--- src/acc_defs.vh ---
// register map, field positions, reset values and timing counts of the clock configuration bank
`ifndef ACC_DEFS_VH
`define ACC_DEFS_VH

`define ACC_OFS_PAGE_INC      8'h0F
`define ACC_OFS_RATIO_RATE    8'h28
`define ACC_OFS_DET_IGNORE    8'h29
`define ACC_OFS_SOUT_SRC      8'h30
`define ACC_OFS_PORT_POL      8'h31

`define ACC_RST_PAGE_INC      8'h00
`define ACC_RST_RATIO_RATE    8'h00
`define ACC_RST_DET_IGNORE    8'h00
`define ACC_RST_SOUT_SRC      8'h00
`define ACC_RST_PORT_POL      8'h00

`define ACC_BIT_WRAP_DIS      3
`define ACC_MSB_RATIO         7
`define ACC_LSB_RATIO         4
`define ACC_MSB_RATE          3
`define ACC_LSB_RATE          0
`define ACC_BIT_IGN_PLL       6
`define ACC_BIT_IGN_RANGE     5
`define ACC_BIT_IGN_RATE      4
`define ACC_BIT_IGN_RATIO     3
`define ACC_BIT_IGN_MISS      2
`define ACC_BIT_SOUT_SEL      0
`define ACC_BIT_CLK_INV       5

`define ACC_RATIO_32          4'h3
`define ACC_RATIO_64          4'h5
`define ACC_RATIO_128         4'h7
`define ACC_RATIO_256         4'h9
`define ACC_RATIO_512         4'hB

`define ACC_RATE_AUTO         4'h0
`define ACC_RATE_32K          4'h6
`define ACC_RATE_44K1         4'h8
`define ACC_RATE_48K          4'h9
`define ACC_RATE_88K2         4'hA
`define ACC_RATE_96K          4'hB

`define ACC_PAGE_LAST         7'h7F
`define ACC_PAGE_RESUME       7'h08

`define ACC_CLK_NS            10
`define ACC_BCLK_MIN_PER_NS   20
`define ACC_BCLK_MAX_PER_NS   3906
`define ACC_BCLK_MISS_NS      10000
`define ACC_BCLK_MIN_CYC      ((`ACC_BCLK_MIN_PER_NS + `ACC_CLK_NS - 1) / `ACC_CLK_NS)
`define ACC_BCLK_MAX_CYC      (`ACC_BCLK_MAX_PER_NS / `ACC_CLK_NS)
`define ACC_BCLK_MISS_CYC     (`ACC_BCLK_MISS_NS / `ACC_CLK_NS)
`define ACC_FRAME_MISS_CYC    16'hFFFF

`define ACC_RATIO_MIN         10'h020
`define ACC_RATIO_MAX         10'h200

`define ACC_PER_32K_NS        16'h7A12
`define ACC_PER_44K1_NS       16'h5894
`define ACC_PER_48K_NS        16'h5161
`define ACC_PER_88K2_NS       16'h2C4A
`define ACC_PER_96K_NS        16'h28B1
`define ACC_RATE_TOL_PCT      2

`endif

--- src/acc_clock_regs.v ---
// clock configuration registers, page pointer stepping and clock error detectors
// How it works
// - wrap enabled, nonzero book: next page address 8
// - wrap disabled: back to address 0, same page
// - hold bit-clock ratio setting in bits 7-4
// - decode sample-rate select; host writes listed codes
// - flag PLL overrate; bit 6 ignores it
// - flag bit-clock range error; bit 5 ignores it
// - bit 4 ignores rate error, status still reports
// - flag ratio outside 32..512; bit 3 ignores
// - flag missing bit clock, also as range error; bit 2 ignores the miss flag only
// - serial output picks post or pre DSP data
`timescale 1ns/10ps
`default_nettype none
`include "acc_defs.vh"
module acc_clock_regs (
	input  wire        core_clk,
	input  wire        rst_n,
	input  wire        clkEn,
	input  wire        ptrLoad,
	input  wire [7:0]  ptrBook,
	input  wire [7:0]  ptrPage,
	input  wire [6:0]  ptrAddr,
	input  wire        accStrobe,
	input  wire        accWrite,
	input  wire [7:0]  accWrData,
	output reg  [7:0]  accRdData_q,
	output reg         accRdValid_q,
	output reg  [7:0]  curBook_q,
	output reg  [7:0]  curPage_q,
	output reg  [6:0]  curAddr_q,
	input  wire        bit_clock,
	input  wire        frame_clock,
	input  wire        pllOverrate,
	input  wire        dspPostData,
	input  wire        dspPreData,
	output reg         serial_data_out_q,
	output wire [3:0]  bitclk_ratio_setting,
	output wire [3:0]  sample_rate_select,
	output wire        bitClockInvert,
	output reg  [4:0]  clock_detect_status_q,
	output reg         clockError_q
);
	reg  [1:0]  rstPipe_q;
	wire        rstSync_n = rstPipe_q[1];
	reg  [7:0]  pageInc_q;
	reg  [7:0]  ratioRate_q;
	reg  [7:0]  detIgnore_q;
	reg  [7:0]  soutSrc_q;
	reg  [7:0]  portPol_q;
	reg  [1:0]  bclkSync_q;
	reg  [1:0]  fclkSync_q;
	reg  [1:0]  pllSync_q;
	reg  [9:0]  bclkPerFrame_q;
	reg         ratioErr_q;
	reg         rateErr_q;
	wire        bclkRise;
	wire [15:0] bclkPeriod;
	wire        bclkStalled;
	wire        fclkRise;
	wire [15:0] fclkPeriod;
	wire        fclkStalled;
	wire        regSpace = (curBook_q == 8'h00) && (curPage_q == 8'h00);
	wire [7:0]  regAddr = {1'b0, curAddr_q};
	wire        rangeErr;
	wire [4:0]  ignoreVec;
	// the derived stall count is an integer; cut to the meter's width on purpose
	localparam [31:0] MISS_CYC_FULL = `ACC_BCLK_MISS_CYC;
	localparam [15:0] MISS_CYC      = MISS_CYC_FULL[15:0];

	assign bitclk_ratio_setting = ratioRate_q[`ACC_MSB_RATIO:`ACC_LSB_RATIO];
	assign sample_rate_select   = ratioRate_q[`ACC_MSB_RATE:`ACC_LSB_RATE];
	assign bitClockInvert       = portPol_q[`ACC_BIT_CLK_INV];

	// tolerance window around a nominal frame period, compared in nanoseconds
	function inWindow;
		input [15:0] cnt;
		input [15:0] nomNs;
		reg   [31:0] scaled;
		reg   [31:0] nomCyc;
		begin
			scaled   = {16'h0000, cnt} * 32'h00000064 * `ACC_CLK_NS;
			nomCyc   = {16'h0000, nomNs};
			inWindow = (scaled >= nomCyc * (32'h00000064 - `ACC_RATE_TOL_PCT)) &&
				(scaled <= nomCyc * (32'h00000064 + `ACC_RATE_TOL_PCT));
		end
	endfunction

	// reserved codes have no window, so they always read as a rate error
	function rateMatches;
		input [15:0] cnt;
		input [3:0]  mode;
		begin
			case (mode)
				`ACC_RATE_AUTO: rateMatches = inWindow(cnt, `ACC_PER_32K_NS) |
					inWindow(cnt, `ACC_PER_44K1_NS) | inWindow(cnt, `ACC_PER_48K_NS) |
					inWindow(cnt, `ACC_PER_88K2_NS) | inWindow(cnt, `ACC_PER_96K_NS);
				`ACC_RATE_32K:  rateMatches = inWindow(cnt, `ACC_PER_32K_NS);
				`ACC_RATE_44K1: rateMatches = inWindow(cnt, `ACC_PER_44K1_NS);
				`ACC_RATE_48K:  rateMatches = inWindow(cnt, `ACC_PER_48K_NS);
				`ACC_RATE_88K2: rateMatches = inWindow(cnt, `ACC_PER_88K2_NS);
				`ACC_RATE_96K:  rateMatches = inWindow(cnt, `ACC_PER_96K_NS);
				default:        rateMatches = 1'b0;
			endcase
		end
	endfunction

	always @(posedge core_clk or negedge rst_n)
	begin
		if (!rst_n)
			rstPipe_q <= 2'b00;
		else
			rstPipe_q <= {rstPipe_q[0], 1'b1};
	end

	// pin inputs: only the second stage is looked at by logic
	always @(posedge core_clk or negedge rstSync_n)
	begin
		if (!rstSync_n)
		begin
			bclkSync_q <= 2'b00;
			fclkSync_q <= 2'b00;
			pllSync_q  <= 2'b00;
		end
		else if (clkEn)
		begin
			bclkSync_q <= {bclkSync_q[0], bit_clock};
			fclkSync_q <= {fclkSync_q[0], frame_clock};
			pllSync_q  <= {pllSync_q[0], pllOverrate};
		end
	end

	acc_period_meter #(
		.STALL_CYC (MISS_CYC)
	) bclkMeter (
		.core_clk   (core_clk),
		.rstSync_n  (rstSync_n),
		.clkEn      (clkEn),
		.sigIn      (bclkSync_q[1]),
		.riseSeen_q (bclkRise),
		.period_q   (bclkPeriod),
		.stalled_q  (bclkStalled)
	);

	acc_period_meter #(
		.STALL_CYC (`ACC_FRAME_MISS_CYC)
	) fclkMeter (
		.core_clk   (core_clk),
		.rstSync_n  (rstSync_n),
		.clkEn      (clkEn),
		.sigIn      (fclkSync_q[1]),
		.riseSeen_q (fclkRise),
		.period_q   (fclkPeriod),
		.stalled_q  (fclkStalled)
	);

	// a stalled bit clock also lands here as a range error
	assign rangeErr = bclkStalled || (bclkPeriod < `ACC_BCLK_MIN_CYC) ||
		(bclkPeriod > `ACC_BCLK_MAX_CYC);

	// register writes and the pointer stepping share one access strobe
	always @(posedge core_clk or negedge rstSync_n)
	begin
		if (!rstSync_n)
		begin
			pageInc_q    <= `ACC_RST_PAGE_INC;
			ratioRate_q  <= `ACC_RST_RATIO_RATE;
			detIgnore_q  <= `ACC_RST_DET_IGNORE;
			soutSrc_q    <= `ACC_RST_SOUT_SRC;
			portPol_q    <= `ACC_RST_PORT_POL;
			accRdData_q  <= 8'h00;
			accRdValid_q <= 1'b0;
			curBook_q    <= 8'h00;
			curPage_q    <= 8'h00;
			curAddr_q    <= 7'h00;
		end
		else if (clkEn)
		begin
			accRdValid_q <= accStrobe & ~accWrite;
			if (ptrLoad)
			begin
				curBook_q <= ptrBook;
				curPage_q <= ptrPage;
				curAddr_q <= ptrAddr;
			end
			else if (accStrobe)
			begin
				if (accWrite && regSpace)
				begin
					case (regAddr)
						`ACC_OFS_PAGE_INC:   pageInc_q   <= accWrData;
						`ACC_OFS_RATIO_RATE: ratioRate_q <= accWrData;
						`ACC_OFS_DET_IGNORE: detIgnore_q <= accWrData;
						`ACC_OFS_SOUT_SRC:   soutSrc_q   <= {7'h00, accWrData[0]};
						`ACC_OFS_PORT_POL:   portPol_q   <= accWrData;
						default:             ;
					endcase
				end
				if (!accWrite)
				begin
					if (!regSpace)
						accRdData_q <= 8'h00;
					else
					begin
						case (regAddr)
							`ACC_OFS_PAGE_INC:   accRdData_q <= pageInc_q;
							`ACC_OFS_RATIO_RATE: accRdData_q <= ratioRate_q;
							`ACC_OFS_DET_IGNORE: accRdData_q <= detIgnore_q;
							`ACC_OFS_SOUT_SRC:   accRdData_q <= soutSrc_q;
							`ACC_OFS_PORT_POL:   accRdData_q <= portPol_q;
							default:             accRdData_q <= 8'h00;
						endcase
					end
				end
				if (curAddr_q != `ACC_PAGE_LAST)
					curAddr_q <= curAddr_q + 7'h01;
				else if ((curBook_q != 8'h00) && !pageInc_q[`ACC_BIT_WRAP_DIS])
				begin
					curPage_q <= curPage_q + 8'h01;
					curAddr_q <= `ACC_PAGE_RESUME;
				end
				else
					curAddr_q <= 7'h00;
			end
		end
	end

	// ratio and rate are judged once per frame, at the frame clock rise; a stalled frame clock forces both errors
	always @(posedge core_clk or negedge rstSync_n)
	begin
		if (!rstSync_n)
		begin
			bclkPerFrame_q <= 10'h000;
			ratioErr_q     <= 1'b0;
			rateErr_q      <= 1'b0;
		end
		else if (clkEn)
		begin
			if (fclkRise)
			begin
				bclkPerFrame_q <= {9'h000, bclkRise};
				ratioErr_q     <= (bclkPerFrame_q < `ACC_RATIO_MIN) ||
					(bclkPerFrame_q > `ACC_RATIO_MAX);
				rateErr_q      <= ~rateMatches(fclkPeriod, sample_rate_select);
			end
			else
			begin
				if (bclkRise && (bclkPerFrame_q != 10'h3FF))
					bclkPerFrame_q <= bclkPerFrame_q + 10'h001;
				if (fclkStalled)
				begin
					ratioErr_q <= 1'b1;
					rateErr_q  <= 1'b1;
				end
			end
		end
	end

	assign ignoreVec = {detIgnore_q[`ACC_BIT_IGN_PLL], detIgnore_q[`ACC_BIT_IGN_RANGE],
		detIgnore_q[`ACC_BIT_IGN_RATE], detIgnore_q[`ACC_BIT_IGN_RATIO],
		detIgnore_q[`ACC_BIT_IGN_MISS]};

	// status reports every detector; the ignore bits only mask the combined error
	always @(posedge core_clk or negedge rstSync_n)
	begin
		if (!rstSync_n)
		begin
			clock_detect_status_q <= 5'h00;
			clockError_q          <= 1'b0;
			serial_data_out_q     <= 1'b0;
		end
		else if (clkEn)
		begin
			clock_detect_status_q <= {pllSync_q[1], rangeErr, rateErr_q, ratioErr_q,
				bclkStalled};
			clockError_q <= |(clock_detect_status_q & ~ignoreVec);
			serial_data_out_q <= soutSrc_q[`ACC_BIT_SOUT_SEL] ? dspPreData : dspPostData;
		end
	end
endmodule // acc_clock_regs
`default_nettype wire

--- src/acc_period_meter.v ---
// measures the period of a synchronised clock in core cycles and flags a stalled clock
`timescale 1ns/10ps
`default_nettype none
module acc_period_meter #(
	parameter [15:0] STALL_CYC = 16'h03E8
) (
	input  wire        core_clk,
	input  wire        rstSync_n,
	input  wire        clkEn,
	input  wire        sigIn,
	output reg         riseSeen_q,
	output reg  [15:0] period_q,
	output reg         stalled_q
);
	reg        sigLast_q;
	reg [15:0] count_q;
	wire       rise = sigIn & ~sigLast_q;

	always @(posedge core_clk or negedge rstSync_n)
	begin
		if (!rstSync_n)
		begin
			sigLast_q  <= 1'b0;
			count_q    <= 16'h0000;
			period_q   <= 16'h0000;
			riseSeen_q <= 1'b0;
			stalled_q  <= 1'b1;
		end
		else if (clkEn)
		begin
			sigLast_q  <= sigIn;
			riseSeen_q <= rise;
			if (rise)
			begin
				period_q  <= count_q + 16'h0001;
				count_q   <= 16'h0000;
				stalled_q <= 1'b0;
			end
			else
			begin
				// saturate so a dead clock never wraps back into range
				if (count_q != 16'hFFFF)
					count_q <= count_q + 16'h0001;
				if (count_q >= STALL_CYC)
					stalled_q <= 1'b1;
			end
		end
	end
endmodule // acc_period_meter
`default_nettype wire

--- config.mk ---
export PLATFORM = sky130hd
export DESIGN_NAME = acc_clock_regs
export DESIGN_NICKNAME = d
export VERILOG_FILES = /design/src/acc_clock_regs.v /design/src/acc_period_meter.v
export VERILOG_INCLUDE_DIRS = /design/src
export SDC_FILE = /design/constraint.sdc
export NUM_CORES = 1
export LEC_CHECK = 0
export BUFFER_PORTS_ARGS = -buffer_cell sky130_fd_sc_hd__buf_2
export CORE_ASPECT_RATIO = 1.2
export CORE_MARGIN = 2
export CORE_UTILIZATION = 45
export DETAILED_ROUTE_END_ITERATION = 12
export PLACE_DENSITY_LB_ADDON = 0.15
export SETUP_SLACK_MARGIN = 0.15
export SLEW_MARGIN = 10
export SYNTH_ARGS = -nofsm -noshare
export SYNTH_HDL_FRONTEND = slang
export SYNTH_SLANG_ARGS = --single-unit
--- constraint.sdc ---
create_clock -name core_clk -period 4.7 [get_ports core_clk]
set_input_delay 0 -clock core_clk [delete_from_list [all_inputs] [get_ports core_clk]]
set_output_delay 0 -clock core_clk [all_outputs]
set_load 0.03 [all_outputs]
==> reports/results.txt <==
Area of the multi-input gates: 6760 µm²
LEAKAGE: 6.83 nW
Post-synthesis mux area share: 5.80%
Worst Skew: 9.85 ps
Fmax: 181 MHz
Worst setup path category: reg2reg
Area delta synth->final: 26.9%
Total power: 5.79 mW
Pwr dens: 416 nW/µm²
Synth Flop Type: dfrtp_1
GPL Wtd Cong: 0.864
Synth Area in XOR/XNOR: 5.49%
Placed Area: 12700 µm²
Seq/Total Area, Yosys: 37.0%
Synth Area per Inst: 9.19 µm²
# nets final: 1583
Die H: 175 µm
H-tree levels: 4
Die W: 147 µm
Synth warnings: 0
# fillers: 2110
WP data arrival: 5840 ps
DRC errors left: 0
# setup viols final: 1
Root buffer cell: clkbuf_16
FFs w/ async S/R, synth: 100%
Largest net degree at the start of global routing: 72
Synth Register Bits: 162
Worst-Skew Late Latency: 430 ps
Vias per cell: 5.36
Total clock sinks: 162
CORE AREA: 24000 µm²
Antenna diode count: 0
Port bufs: 89
Setup WS post-layout: -832 ps
Finished Cell Area: 13900 µm²
Initial DRC count: 376
Failing checks: setup timing
Layout cells sized above 1: 26.0%
Initial core utilization: 45.8%
Mapped Nets: 1350
Max-cap violations: 0
Placed cells: 1684
Largest family of logic cells by synthesized area: compound AO/OA/AOI/OAI gates
Cell row count: 62
Crit path max fanout: 4
CTS tree: done
FF/Latch Area: 4070 µm²
DRT Pass-1 Iters: 5
Crit share post-route: 118%
Status: finished, violations left
Endpoints failing hold: 0
Pin slew with the least headroom to its limit: 1190 ps
RSZ-0062 raised after global routing: yes
Crit path required time: 5010 ps
Slew headroom: 20.5%
ANT nets after route: 0
Startpoint Class: register
Tmin final: 5530 ps
Area share of fa/ha/maj cells after synthesis: 13.8%
Utilization after layout: 58.1%
Cts bufs inserted: 17
Antenna violations before repair: 0
Global route overflow: 0
Critical path capture point type: register
Simple-Gate Fraction of Synth Area: 16.3%
Worst Hold Class: in2reg
VDD IR max: 0.417 mV
IO Count: 90
Fin cells: 1760
Drt wl/cell: 15.2 µm
Worst-path clk slew: 70 ps
Vias in the first global route: 9705
Via count: 9427
Cell count after synthesis: 1194
Distinct cells, synth: 80
Final HPWL DP: 19800 µm
Global-route wire length before repair: 46100 µm
Slew Limit Fails: 0
Maximum clock path buffer count: 2
Number of flops mapped to enable cells by yosys: 0
Netlist Area Pre-Place: 11000 µm²
GR Util All Layers: 21.7%
TNS Setup: -832 ps
WL final: 26800 µm
Compound-Gate Fraction of Synth Area: 17.3%
Die area: 25700 µm²
[cells by family after synthesis]
logic type               Yosys count
AND/OR/NAND/NOR                  366
buffers and inverters            122
XOR/XNOR                          68
flip-flops                       162
other                              1
adder cells (fa/ha/maj)          114
multiplexers                      57
AO/OA/AOI/OAI                    304
[stage by stage]
stage / setup WS, ps / hold slack [ps]
2_1_floorplan: -670 / -296
3_3_place_gp: -843 / -215
3_5_place_dp: -946 / -213
4_1_cts: -895 / 30.4
5_1_grt: -1120 / 48.0
6_report: -832 / 38.8
[critical path, stage by stage (launching register included)]
cell and delay (ps):
dfrtp_2 460, ha_4 290, ha_4 190, fa_1 580, ha_4 230, a21oi_2 130, o21bai_2 90, a21oi_2 190
o21ai_2 90, buf_4 130, a21oi_1 170, xnor2_1 80, buf_4 140, ha_1 300, ha_4 220, a21o_1 180
or3_1 350, o21ba_1 180, xor2_1 170, or3_4 420, a2111oi_4 230, a311oi_1 90, or3_1 350, nand3_1 90
o21ai_1 60
[what timing repair did]
action | 4_1_cts | 5_1_grt
gates resized for setup | 3 | 31
setup endpoints to repair | 1 | 1
hold endpoints to repair | 62 | 0
gates cloned | 0 | 0
pin swaps | 2 | 25
setup buffers | 3 | 3
hold buffers | 38 | 0
[cell type report]
class | instances | share of cell area, %
timing repair buffer | 260 | 13.1
inverter | 76 | 2.05
clock buffer | 17 | 3.05
tap | 320 | 2.87
clock inverter | 15 | 1.22
sequential | 162 | 29.2
multi-input combinational | 910 | 48.5
[power breakdown]
| part | total, mW | internal (mW) | switching [mW] |
|---|---|---|---|
| clock | 1.40 | 0.756 | 0.640 |
| combinational | 2.72 | 1.22 | 1.50 |
| sequential | 1.68 | 1.52 | 0.157 |
[final timing paths]
kind / start / endpoint / slack [ps] / cells after the start
worst max-delay path: fclkMeter.period_q[3] / rateErr_q / -830 / 24
worst min-delay path: accWrite / accRdValid_q / 40 / 3
worst max register to register: fclkMeter.period_q[3] / rateErr_q / -830 / 24
worst min register to register: rstPipe_q[0] / rstPipe_q[1] / 360 / 0
max in group asynchronous: rstPipe_q[1] / accRdData_q[6] / 3050 / 1
min in group asynchronous: rst_n / rstPipe_q[1] / 410 / 3
[sequential cells by signal, indices dropped and copies added (netlist names), 2 cells and up]
register,cells
bclkPerFrame_q,10
curBook_q,8
detIgnore_q,8
bclkSync_q,2
pllSync_q,2
pageInc_q,8
curPage_q,8
fclkSync_q,2
bclkMeter.count_q,16
ratioRate_q,8
portPol_q,8
rstPipe_q,2
bclkMeter.period_q,16
clock_detect_status_q,5
fclkMeter.count_q,16
fclkMeter.period_q,16
curAddr_q,7
accRdData_q,8
[cell usage in the layout, fill, tap and decap left out, drive strengths merged, types with 5 or more instances in the layout]
cell / count
a222oi: 9
o21ai: 130
nand2: 120
a22o: 10
or4: 5
a21o: 18
xnor2: 39
a41oi: 5
inv: 83
or3: 9
o31ai: 14
o21bai: 5
fa: 12
nor3: 18
ha: 102
a21oi: 62
dfrtp: 160
clkinv: 5
and3: 20
clkbuf: 17
xor2: 29
buf: 222
nand2b: 6
nand4: 11
nor4: 16
a31oi: 8
mux2: 53
nor2: 83
dlygate4sd3: 38
or2: 7
a211oi: 9
nor2b: 15
o211ai: 6
nand3: 37
[per-layer routing]
metal	vias up	global-route usage, %	wire, µm
li1	4720	-	-
met1	4549	26.6	11600
met2	133	39.4	13800
met3	25	3.45	905
met4	0	5.95	444
met5	-	0	0
[cells in the mapped netlist (5+ instances only)]
cell type	instances	area, µm²
a41oi_1	5	43.8
a22o_1	10	87.6
clkbuf_1	36	135
and3_1	20	125
or3_1	7	43.8
or2_2	5	31.3
o211ai_1	5	37.5
a211oi_1	8	60.1
nand3_1	35	175
nand2_1	120	450
o31ai_1	13	97.6
o21ai_1	8	40.0
buf_1	5	18.8
dfrtp_1	160	4000
xnor2_1	39	342
ha_1	102	1280
nor2b_1	15	93.8
o21ai_0	122	611
mux2_2	53	597
nand2b_1	6	37.5
a222oi_1	9	90.1
a21oi_1	61	305
a21o_1	18	135
inv_1	76	285
nor4_1	15	93.8
xor2_1	28	245
a31oi_1	8	50.1
nor3_1	17	85.1
nand4_1	11	68.8
fa_1	12	240
or4_1	5	37.5
nor2_1	82	308
Note: power is estimated with default switching activity, not from simulation.
